[src/nv_cfg.svh]
// Offsets, field positions, reset values and timing of the flash data control
`ifndef NV_CFG_SVH
`define NV_CFG_SVH

`define NV_OFS_DATA 8'h00
`define NV_OFS_ADDR 8'h04
`define NV_OFS_CTRL 8'h08
`define NV_OFS_SET 8'h0C

`define NV_B_FREE 4
`define NV_B_ABORT 3
`define NV_B_UNLOCK 2
`define NV_B_START 1
`define NV_B_READ 0

`define NV_ROW_HI 5
`define NV_ROW_LO 3

`define NV_CTRL_RESET 8'h00
`define NV_DATA_RESET 8'h00
`define NV_ADDR_RESET 6'h00
`define NV_UPPER_ONES 4'hF
`define NV_CELL_ERASED 12'hFFF

`define NV_CLK_PERIOD_NS 25
`define NV_PROG_TIME_NS 2000
`define NV_PROG_CYCLES \
   ((`NV_PROG_TIME_NS + `NV_CLK_PERIOD_NS - 1) / `NV_CLK_PERIOD_NS)

`endif

[src/nv_pkg.sv]
// Types shared by the flash data controller
`default_nettype none
package nv_pkg;
   typedef enum logic [3:0]
   {
      st_idle = 4'b0001,
      st_access = 4'b0010,
      st_fetch = 4'b0100,
      st_prog = 4'b1000
   } nv_state_t;
endpackage
`default_nettype wire

[src/nv_flash_ctrl.sv]
// AHB-Lite controller for the self-writable flash data memory
`default_nettype none
`include "nv_cfg.svh"

// Summary of operation
// Row-erase select sets by any write; unlock and start only by set alias
// Row erase picks the row from address bits 5 to 3
// Core is stalled for the whole erase or write cycle
// One byte per write: latch data, then program it at once
// Software loads address, data, sets unlock, sets start
// Unlock clears unless start is set by the very next transfer
// Transfer after read or start runs correctly without a spacer
// Data register holds eight bits of write and read data
// Address register holds six bits; bits 7 and 6 read zero
// Erase select makes the next cycle a row erase; cleared on completion
// Abort flag set when reset cuts a write; clear after a good one
// Unlock bit permits erase or write cycles; zero inhibits them
// Start bit launches a cycle and reads zero once it completes
// Read bit starts a read of the addressed location
// Code protection never blocks read, erase or write
// Software erases a cell before writing new data to it
// Read data lands at once and holds until next read or write
// Erase select clears unless unlock is set by the very next transfer
// Cells are 12 bits; writes drive the upper four bits as ones, so those bits keep their value
// Array holds sixty-four byte locations
// Stall from start to completion; start clears as stall releases
// Reset during a cycle aborts it, sets abort flag, clears the rest
module nv_flash_ctrl #(
   parameter int ADDR_W = 6,
   parameter int PROG_CYCLES = `NV_PROG_CYCLES
)(
   input wire logic hclk,
   input wire logic hresetn,
   input wire logic por_n,
   input wire logic hsel,
   input wire logic [31:0] haddr,
   input wire logic [1:0] htrans,
   input wire logic hwrite,
   input wire logic [31:0] hwdata,
   input wire logic hready,
   output logic hreadyout,
   output logic [31:0] hrdata,
   output logic hresp,
   output logic stall_req
);
   initial
   begin
      if (ADDR_W != `NV_ROW_HI + 1)
         $error("nv_flash_ctrl: address width must match row field");
      if (PROG_CYCLES < 1 || PROG_CYCLES > 65535)
         $error("nv_flash_ctrl: PROG_CYCLES out of range");
   end

   nv_pkg::nv_state_t state;
   logic [7:0] a_ofs;
   logic a_wr;
   logic [15:0] cnt;
   logic [7:0] nv_data_reg;
   logic [ADDR_W-1:0] nv_addr_reg;
   logic free_bit;
   logic program_unlock;
   logic start_bit;
   logic read_bit;
   logic abort_flag;
   logic free_fresh;
   logic unlock_fresh;
   logic cycle_live;
   logic [11:0] mem_rdata;

   // Decode of the transfer in its data phase
   logic in_acc;
   logic set_ok;
   logic ctrl_wr;
   logic go_prog;
   logic go_read;
   logic prog_done;

   function automatic logic one_bit_set(input logic [7:0] v);
      return v != 8'h00 && (v & (v - 8'h01)) == 8'h00;
   endfunction

   function automatic logic [31:0] reg_view(input logic [7:0] ofs);
      logic [31:0] v;
      v = 32'h0000_0000;
      case (ofs)
         `NV_OFS_DATA: v[7:0] = nv_data_reg;
         `NV_OFS_ADDR: v[ADDR_W-1:0] = nv_addr_reg;
         `NV_OFS_CTRL, `NV_OFS_SET:
            v[7:0] = {3'b000, free_bit, abort_flag, program_unlock,
                      start_bit, read_bit};
         default: v = 32'h0000_0000;
      endcase
      return v;
   endfunction

   assign in_acc = state == nv_pkg::st_access;
   // Set alias models the single-bit-set instruction
   assign set_ok = in_acc && a_wr && a_ofs == `NV_OFS_SET
                   && one_bit_set(hwdata[7:0]);
   assign ctrl_wr = in_acc && a_wr && a_ofs == `NV_OFS_CTRL;
   // Unlock must be set and fresh from the previous transfer
   assign go_prog = set_ok && hwdata[`NV_B_START] && program_unlock
                    && unlock_fresh;
   assign go_read = set_ok && hwdata[`NV_B_READ];
   assign prog_done = state == nv_pkg::st_prog && cnt == 16'h0000;

   // Bus state, wait states and the core stall
   always_ff @(posedge hclk or negedge hresetn)
   begin
      if (!hresetn)
      begin
         state <= nv_pkg::st_idle;
         a_ofs <= 8'h00;
         a_wr <= 1'b0;
         cnt <= 16'h0000;
         hreadyout <= 1'b1;
         hrdata <= 32'h0000_0000;
         hresp <= 1'b0;
         stall_req <= 1'b0;
      end
      else
      begin
         hresp <= 1'b0;
         case (state)
            nv_pkg::st_idle:
            begin
               if (hsel && htrans[1] && hready)
               begin
                  a_ofs <= haddr[7:0];
                  a_wr <= hwrite;
                  hreadyout <= 1'b0;
                  state <= nv_pkg::st_access;
               end
            end
            nv_pkg::st_access:
            begin
               if (go_prog)
               begin
                  // Bus held low: the core waits out the cycle
                  cnt <= 16'(PROG_CYCLES - 1);
                  stall_req <= 1'b1;
                  state <= nv_pkg::st_prog;
               end
               else if (go_read)
                  state <= nv_pkg::st_fetch;
               else
               begin
                  hrdata <= a_wr ? 32'h0000_0000 : reg_view(a_ofs);
                  hreadyout <= 1'b1;
                  state <= nv_pkg::st_idle;
               end
            end
            nv_pkg::st_fetch:
            begin
               // Next transfer is taken only after data landed
               hrdata <= 32'h0000_0000;
               hreadyout <= 1'b1;
               state <= nv_pkg::st_idle;
            end
            nv_pkg::st_prog:
            begin
               if (cnt == 16'h0000)
               begin
                  hrdata <= 32'h0000_0000;
                  stall_req <= 1'b0;
                  hreadyout <= 1'b1;
                  state <= nv_pkg::st_idle;
               end
               else
                  cnt <= cnt - 16'h0001;
            end
            default:
            begin
               hreadyout <= 1'b1;
               stall_req <= 1'b0;
               state <= nv_pkg::st_idle;
            end
         endcase
      end
   end

   // Control bits with their hardware expiry
   always_ff @(posedge hclk or negedge hresetn)
   begin
      if (!hresetn)
      begin
         // A cut cycle leaves these cleared
         free_bit <= 1'b0;
         program_unlock <= 1'b0;
         start_bit <= 1'b0;
         read_bit <= 1'b0;
         free_fresh <= 1'b0;
         unlock_fresh <= 1'b0;
      end
      else if (in_acc)
      begin
         free_fresh <= 1'b0;
         unlock_fresh <= 1'b0;
         start_bit <= go_prog;
         read_bit <= go_read;
         if ((set_ok || ctrl_wr) && hwdata[`NV_B_FREE])
         begin
            free_bit <= 1'b1;
            free_fresh <= 1'b1;
         end
         else if (free_fresh && !(set_ok && hwdata[`NV_B_UNLOCK]))
            free_bit <= 1'b0;
         else if (ctrl_wr)
            free_bit <= 1'b0;
         if (set_ok && hwdata[`NV_B_UNLOCK])
         begin
            program_unlock <= 1'b1;
            unlock_fresh <= 1'b1;
         end
         else if (unlock_fresh && !go_prog)
            program_unlock <= 1'b0;
         else if (ctrl_wr)
            program_unlock <= program_unlock & hwdata[`NV_B_UNLOCK];
      end
      else if (state == nv_pkg::st_fetch)
         read_bit <= 1'b0;
      else if (prog_done)
      begin
         start_bit <= 1'b0;
         free_bit <= 1'b0;
         program_unlock <= 1'b0;
      end
   end

   // Data and address registers
   always_ff @(posedge hclk or negedge hresetn)
   begin
      if (!hresetn)
      begin
         nv_data_reg <= `NV_DATA_RESET;
         nv_addr_reg <= `NV_ADDR_RESET;
      end
      else
      begin
         if (in_acc && a_wr && a_ofs == `NV_OFS_DATA)
            nv_data_reg <= hwdata[7:0];
         else if (state == nv_pkg::st_fetch)
            nv_data_reg <= mem_rdata[7:0];
         if (in_acc && a_wr && a_ofs == `NV_OFS_ADDR)
            nv_addr_reg <= hwdata[ADDR_W-1:0];
      end
   end

   // Abort flag lives through device reset so software can see the cut
   always_ff @(posedge hclk or negedge por_n)
   begin
      if (!por_n)
      begin
         abort_flag <= 1'b0;
         cycle_live <= 1'b0;
      end
      else if (!hresetn)
      begin
         if (cycle_live)
            abort_flag <= 1'b1;
         cycle_live <= 1'b0;
      end
      else if (go_prog)
         cycle_live <= 1'b1;
      else if (prog_done)
      begin
         cycle_live <= 1'b0;
         abort_flag <= 1'b0;
      end
      else if (set_ok && hwdata[`NV_B_ABORT])
         abort_flag <= 1'b1;
      else if (ctrl_wr)
         abort_flag <= hwdata[`NV_B_ABORT];
   end

   // No protection input exists: access is never gated here
   nv_array_mem #(
      .AW(ADDR_W),
      .CW(12),
      .ROW_W(`NV_ROW_HI - `NV_ROW_LO + 1)
   ) u_array (
      .clk(hclk),
      .rd_en(in_acc && go_read),
      .addr(nv_addr_reg),
      .rd_data(mem_rdata),
      .wr_en(prog_done && !free_bit),
      .wr_data({`NV_UPPER_ONES, nv_data_reg}),
      .erase_en(prog_done && free_bit),
      .erase_row(nv_addr_reg[`NV_ROW_HI:`NV_ROW_LO])
   );

   a_stall_holds_bus: assert property (
      @(posedge hclk) disable iff (!hresetn)
      stall_req |-> !hreadyout)
      else $error("bus released while core stalled");

   a_unlock_expiry: assert property (
      @(posedge hclk) disable iff (!hresetn)
      in_acc && unlock_fresh && !go_prog
      && !(set_ok && hwdata[`NV_B_UNLOCK]) |=> !program_unlock)
      else $error("unlock survived a missed start");

   a_free_expiry: assert property (
      @(posedge hclk) disable iff (!hresetn)
      in_acc && free_fresh && !(set_ok && hwdata[`NV_B_UNLOCK])
      && !((set_ok || ctrl_wr) && hwdata[`NV_B_FREE]) |=> !free_bit)
      else $error("erase select survived a missed unlock");

   a_start_locked: assert property (
      @(posedge hclk) disable iff (!hresetn)
      set_ok && hwdata[`NV_B_START] && !program_unlock
      |=> !stall_req && !start_bit)
      else $error("cycle started without unlock");

   a_release_clean: assert property (
      @(posedge hclk) disable iff (!hresetn)
      $fell(stall_req) |-> !start_bit && !free_bit && hreadyout)
      else $error("start or erase select left after cycle");

   a_good_cycle: assert property (
      @(posedge hclk) disable iff (!hresetn)
      $fell(stall_req) |-> !abort_flag && !cycle_live)
      else $error("abort flag set after a good cycle");

   a_read_lands: assert property (
      @(posedge hclk) disable iff (!hresetn)
      state == nv_pkg::st_fetch
      |=> nv_data_reg == $past(mem_rdata[7:0]) && hreadyout && !read_bit)
      else $error("read data not loaded");

   a_addr_upper_zero: assert property (
      @(posedge hclk) disable iff (!hresetn)
      in_acc && !a_wr && a_ofs == `NV_OFS_ADDR
      |=> hrdata[31:ADDR_W] == '0 && hreadyout)
      else $error("address upper bits not zero");

   a_stall_span: assert property (
      @(posedge hclk) disable iff (!hresetn)
      $rose(stall_req) |-> start_bit && cnt == 16'(PROG_CYCLES - 1))
      else $error("cycle counter not loaded at start");
endmodule
`default_nettype wire

[src/nv_array_mem.sv]
// Flash data array: 12-bit cells, registered read, byte write, row erase
`default_nettype none
module nv_array_mem #(
   parameter int AW = 6,
   parameter int CW = 12,
   parameter int ROW_W = 3
)(
   input wire logic clk,
   input wire logic rd_en,
   input wire logic [AW-1:0] addr,
   output logic [CW-1:0] rd_data,
   input wire logic wr_en,
   input wire logic [CW-1:0] wr_data,
   input wire logic erase_en,
   input wire logic [ROW_W-1:0] erase_row
);
   localparam int ROW_CELLS = 1 << (AW - ROW_W);

   initial
   begin
      if (AW <= ROW_W || CW < 8)
         $error("nv_array_mem: unsupported geometry");
   end

   logic [CW-1:0] cells [0:(1<<AW)-1];

   // Programming can only clear bits, so a write on a dirty cell mixes data
   always_ff @(posedge clk)
   begin
      if (erase_en)
      begin
         for (int i = 0; i < ROW_CELLS; i++)
            cells[{erase_row, (AW-ROW_W)'(i)}] <= {CW{1'b1}};
      end
      else if (wr_en)
         cells[addr] <= cells[addr] & wr_data;
   end

   always_ff @(posedge clk)
   begin
      if (rd_en)
         rd_data <= cells[addr];
   end
endmodule
`default_nettype wire

[config.mk]
export PLATFORM = sky130hd
export DESIGN_NAME = nv_flash_ctrl
export DESIGN_NICKNAME = d
export VERILOG_FILES = /design/src/nv_pkg.sv /design/src/nv_flash_ctrl.sv /design/src/nv_array_mem.sv
export VERILOG_INCLUDE_DIRS = /design/src
export SDC_FILE = /design/constraint.sdc
export NUM_CORES = 1
export LEC_CHECK = 0
export CAP_MARGIN = 15
export CORE_UTILIZATION = 45
export DETAILED_ROUTE_END_ITERATION = 8
export DONT_BUFFER_PORTS = 1
export PLACE_DENSITY = 0.71
export REMOVE_ABC_BUFFERS = 1
export SLEW_MARGIN = 20
export SYNTH_ARGS = -nofsm -noshare
export SYNTH_HDL_FRONTEND = slang
export SYNTH_SLANG_ARGS = --single-unit
[constraint.sdc]
create_clock -name hclk -period 4.1 [get_ports hclk]
set_input_delay 1.23 -clock hclk [delete_from_list [all_inputs] [get_ports hclk]]
set_output_delay 1.23 -clock hclk [all_outputs]
set_load 0.05 [all_outputs]
== Yosys cells after proc, flatten, opt, wreduce, memory -nomap -nowiden ==
Memories as Yosys holds them, arrays and structs flattened.
Index checks and enable logic that the tools add are counted.
Word-level totals
  register bits: 93
  memory bits (writable): 768
  input bits: 72
  output and inout bits: 35
  memories kept: 1
Operators by class
  add/sub/neg operators: 2
  equality and inequality tests: 19
  multiplexer cells: 56
  bitwise logic cells: 4
  reductions and logical operators: 49
Memories
  u_array.cells: words 64, bits a word 12, rd ports 1, clocked after memory_dff 0, wr ports 8, RTL line nv_array_mem.sv:25  | logic [CW-1:0] cells [0:(1<<AW)-1];
Operators by type and width (number)
  $mux 32: 3
  $pmux 32 s3: 1
  $mux 1: 35
  $mux 16: 2
  $pmux 16 s2: 1
  $mux 8: 3
  $logic_and 1x1->1: 22
  $pmux 6 s3: 1
  $eq 8x4->1 const B: 2
  $logic_not 16->1: 1
  $logic_not 8->1: 2
  $sub 16x1->16 const B: 1
  $reduce_and 3->1: 5
  $and 12x12->12: 1
  $mux 12: 1
  $mux 4: 3
  $ne 2x2->1 const B: 6
  $ne 4x1->1 const B: 3
  $pmux 4 s3: 1
  $reduce_or 12->1: 1
  $reduce_bool 2->1: 5
  $and 8x8->8: 1
  $eq 8x3->1 const B: 1
  $reduce_and 4->1: 2
  19 further kinds: 26

== Longest topological paths before layout ==
  depth after elaboration: 13
  gate-level depth with buffers: 12
  mapped depth without buffers: 8

== By module ==
A second synthesis with hierarchy kept.
Second synthesis, totals
  cells, all modules: 3162
  area, all modules: 37916.4 µm²
Modules (own cells, without submodules)
  nv_array_mem: instances 1, cells each 2815, area each 34598.2 µm², seq. area each 23422.5 µm²
  nv_flash_ctrl: instances 1, cells each 347, area each 3318.2 µm², seq. area each 1529.0 µm²

== Least setup slack after synthesis ==
No wires, ideal clock.
  kind: input port to flip-flop
  start point: input hwdata[2]
  end point: register hrdata[0]
  setup time: 0.128 ns
  arrival: 3.489 ns
  data required time: 3.972 ns
  setup slack: 0.484 ns
  stages on the path: 8
  path through: clkbuf_1 or4_1 a2111oi_0 a211oi_1 a2111oi_4 a221o_1 buf_2 mux2_1
Between the ends
  longest elaborated chain between the ends: 10
  elaborated cells between the ends (all ways): 13
  classes of those cells: add/sub: 1; eq/ne: 2; bitwise: 1; reduce/logical: 9
Ends and longest elaborated chain
  start: declaration: RTL line nv_flash_ctrl.sv:39  | input wire logic [31:0] hwdata,
  $sub 8x1->8: RTL line nv_flash_ctrl.sv:79  | return v != 8'h00 && (v & (v - 8'h01)) == 8'h00;
  $and 8x8->8: RTL line nv_flash_ctrl.sv:79
  $logic_not 8->1: RTL line nv_flash_ctrl.sv:79
  $logic_and 1x1->1 (*): RTL line nv_flash_ctrl.sv:79
  $logic_and 1x1->1 (*): RTL line nv_flash_ctrl.sv:98  | assign set_ok = in_acc && a_wr && a_ofs == `NV_OFS_SET
  $logic_and 1x1->1 (3 in a row): RTL line nv_flash_ctrl.sv:102  | assign go_prog = set_ok && hwdata[`NV_B_START] && program_unlock
  $ne 2x2->1 (no line)
  $reduce_and 4->1 (no line) (*)
  end signal: assignment: RTL line nv_flash_ctrl.sv:148  | hrdata <= a_wr ? 32'h0000_0000 : reg_view(a_ofs);
  end: declaration: RTL line nv_flash_ctrl.sv:42  | output logic [31:0] hrdata,
Mark *: on every way between the ends. The rest lies on a longest branch, timed or not.
A chain may end at the register's enable or synchronous reset.

==> impl_metrics.py <==
metrics = {
    "global_routing": {
        "grt_pass1_vias": 18060,
        "grt_remaining_overflow": 0,
        "grt_pass1_wl_mm": 112.5,
        "grt.total_usage": 0.2511,
        "antenna_found_initial": 0,
        "grt_max_degree": 63,
    },
    "power": {
        "pwr_density_cell_nw_per_um2": 398.3,
        "finalPower_mw": 11.89,
        "ir_drop_mv": 0.2969,
        "leakage_nw": 11.41,
    },
    "logic_synthesis": {
        "synth_top_family_by_area": "simple AND/OR/NAND/NOR gates",
        "synth_cells": 2137,
        "ys_top_cells_by_area": "edfxtp_1 (59%), nand2_1 (8.5%), dfrtp_1 (5.6%), mux2i_1 (3.5%), mux4_2 (2.8%)",
        "synth_edf_count": 520,
        "ys_types": 76,
        "yosysMostFrequentCell": "nand2_1",
        "synth_area_leader_cell": "edfxtp_1",
        "yosysWarnings": 0,
        "async_reset_ff_frac": 0.1050,
        "synth_flop_cell": "edfxtp_1",
        "synthMuxAreaShare": 0.08593,
        "syn_area_per_cell_um2": 12.37,
        "synth_compound_area_frac": 0.08711,
        "yosysSeqAreaShare": 0.6484,
        "yosys.area.top_type_share": 0.5905,
        "yosys-top-cells-count": "nand2_1 (601), edfxtp_1 (520), nor2_1 (113)",
        "synth_xor_area_frac": 0.004637,
        "synthAdderAreaFrac": 0.0008517,
        "synthSimpleGateAreaFrac": 0.1365,
        "netlist_area_um2": 26440,
        "ys_ff_latch": 581,
    },
    "timing": {
        "fin_crit_sh": 0.9517,
        "tightest_slew_ps": 1153,
        "final-hold-violation-count": 0,
        "maxSlewViolCount": 0,
        "setup_viol_count_final": 0,
        "slew_headroom": 0.2294,
        "rsz0062_at_grt": "false",
        "skew_ps": 16.43,
        "fin_crit_ps": 3902,
        "hold_ws_ps": 298.7,
        "fmax_mhz": 256.3,
    },
    "critical_path": {
        "crit_path_end_kind": "register",
        "cp_max_fo": 26,
        "path_buf_inv": 0,
        "critical_path_required_ps": 4440,
        "critPathTopFamily": "simple AND/OR/NAND/NOR gates",
        "cp_data_arrival_time_ps": 4240,
        "worstPathCellList": "and2_1, nand2_1, nor2_1, nand2_1",
        "cpMostUsedCell": "nand2_1",
        "cp-start-kind": "register",
        "critical_path_class": "register to register",
        "cpPeakStageDelay_ps": 970,
        "cp_slowest_cell": "nand2_1",
    },
    "die": {
        "io_pins": 107,
        "rows": 88,
        "dieArea_um2": 59730,
        "die_height_um": 244.4,
        "core_area_um2": 57920,
        "die_w_um": 244.4,
        "start_util": 0.4566,
    },
    "drt": {
        "drc_errors": 0,
        "vias_per_cell": 6.148,
        "wl_per_cell_um": 24.89,
        "drt-total-wl_mm": 74.88,
        "drt-initial-drc-count": 2875,
        "drt_first_pass_iters": 8,
        "vias": 18500,
        "antenna_left": 0,
    },
    "placed_design": {
        "portBuffers": 0,
        "finalWeightedCongestion": 0.9693,
        "hpwlAfterDp_mm": 50.02,
        "dpl_cell_area_um2": 28020,
    },
    "cts": {
        "cts_setup_buffers": 0,
        "cts_resized": 0,
        "cts_buffers": 58,
        "cts_tree": "yes",
        "clk_pin_slew_worst_paths_ps": 60,
        "clkLatencyLatePin_ps": 630,
        "clockRootBuffer": "clkbuf_16",
        "postCtsHoldBufs": 0,
        "cts_sinks": 581,
        "cts_buffer_depth": 3,
        "htree_levels": 2,
    },
    "cells_and_area": {
        "top_regs": "u_array.cells x512, cnt x16",
        "largest-register": "u_array.cells",
        "n_antenna_cell": 0,
        "syn_to_final_growth_pct": 12.88,
        "stdcell_area_um2": 29850,
        "largest_reg_flops": 512,
        "final_net_count": 2269,
        "drive_gt1_frac": 0.1480,
    },
    "min_path": {
        "hold_class": "primary input to async pin",
    },
    "run": {
        "cap_violations": 0,
    },
    "run_status": {
        "outcome": "finished, final reports clean",
    },
}
## cells by family (layout without fill, tap and decap cells)
| group | count (synthesis) | in the layout |
|---|---|---|
| AO/OA/AOI/OAI | 312 | 312 |
| XOR/XNOR | 14 | 14 |
| adder cells (fa/ha/maj) | 2 | 2 |
| buffers and inverters | 189 | 272 |
| flip-flops | 581 | 581 |
| multiplexers | 179 | 179 |
| other | 1 | 25 |
| AND/OR/NAND/NOR | 859 | 859 |
## placed cells by master (no fill, tap or decap), drive strengths merged, types with 33 or more instances in the layout
| cell | count |
|---|---|
| mux2i | 92 |
| buf | 149 |
| a22oi | 38 |
| nand2 | 601 |
| mux4 | 33 |
| mux2 | 54 |
| o21ai | 82 |
| nor2 | 113 |
| nand3 | 37 |
| clkbuf | 77 |
| edfxtp | 520 |
| dfrtp | 59 |
## report_power, final
part           leakage (nW)  total (mW)  switching [mW]  internal (mW)
clock network         0.886        5.19            2.23           2.96
registers              6.83        6.48          0.0817           6.40
logic                  3.69       0.223           0.152         0.0711
total                  11.4        11.9            2.46           9.43
## worst register-to-register path: stages, from the launching register on
cell	delay, ps
dfrtp_4	700
and2_1	930
nand2_1	970
nor2_1	900
nand2_1	130
## area by class of cell
cell class / instances / area, um^2
Tap cell: 765 / 957.2
Sequential cell: 581 / 17160
Inverter: 15 / 56.30
Timing Repair Buffer: 149 / 1356
Clock inverter: 31 / 275.3
Fill cell: 4845 / 28070
Clock buffer: 77 / 1554
Multi-Input combinational cell: 1391 / 8493
## path summary, 6_finish.rpt
path                       cells after the start                          from  slack [ps]                                  to
max                                            4    nv_addr_reg[1]$_DFFE_PN0P_         200  u_array.cells[30][6]$_SDFFCE_PN1P_
min                                            0                         por_n         300              abort_flag$_DFFE_PN0P_
max reg2reg                                    4    nv_addr_reg[1]$_DFFE_PN0P_         200  u_array.cells[30][6]$_SDFFCE_PN1P_
min reg2reg                                    2  u_array.rd_data[4]$_DFFE_PP_         480          nv_data_reg[4]$_DFFE_PN0P_
max in group asynchronous                      0                       hresetn        3590                state[0]$_DFFE_PN1P_
min in group hclk                              2  u_array.rd_data[4]$_DFFE_PP_         480          nv_data_reg[4]$_DFFE_PN0P_
## stage by stage
stage / setup TNS [ps] / instances / setup slack [ps] / utilization
global route: 0 / 3009 / 229.3 / 0.5154
detailed placement: 0 / 2901 / 369.5 / 0.4838
CTS: 0 / 3009 / 362.2 / 0.5154
global placement: 0 / 2901 / 424.6 / 0.4838
finish: 0 / 3009 / 198.2 / 0.5154
floorplan: -3160540 / 1987 / -4847 / -
## layer usage
layer | vias to the layer above | GRT usage | share of wire | wire [um]
met5 | - | 0 | 0 | 0
met4 | 0 | 0.1197 | 0.052 | 3900
met3 | 243 | 0.05663 | 0.12 | 9074
met2 | 1226 | 0.3864 | 0.45 | 34020
met1 | 9099 | 0.3375 | 0.37 | 27890
li1 | 7931 | - | - | -
(Power assumes the default switching activity.)
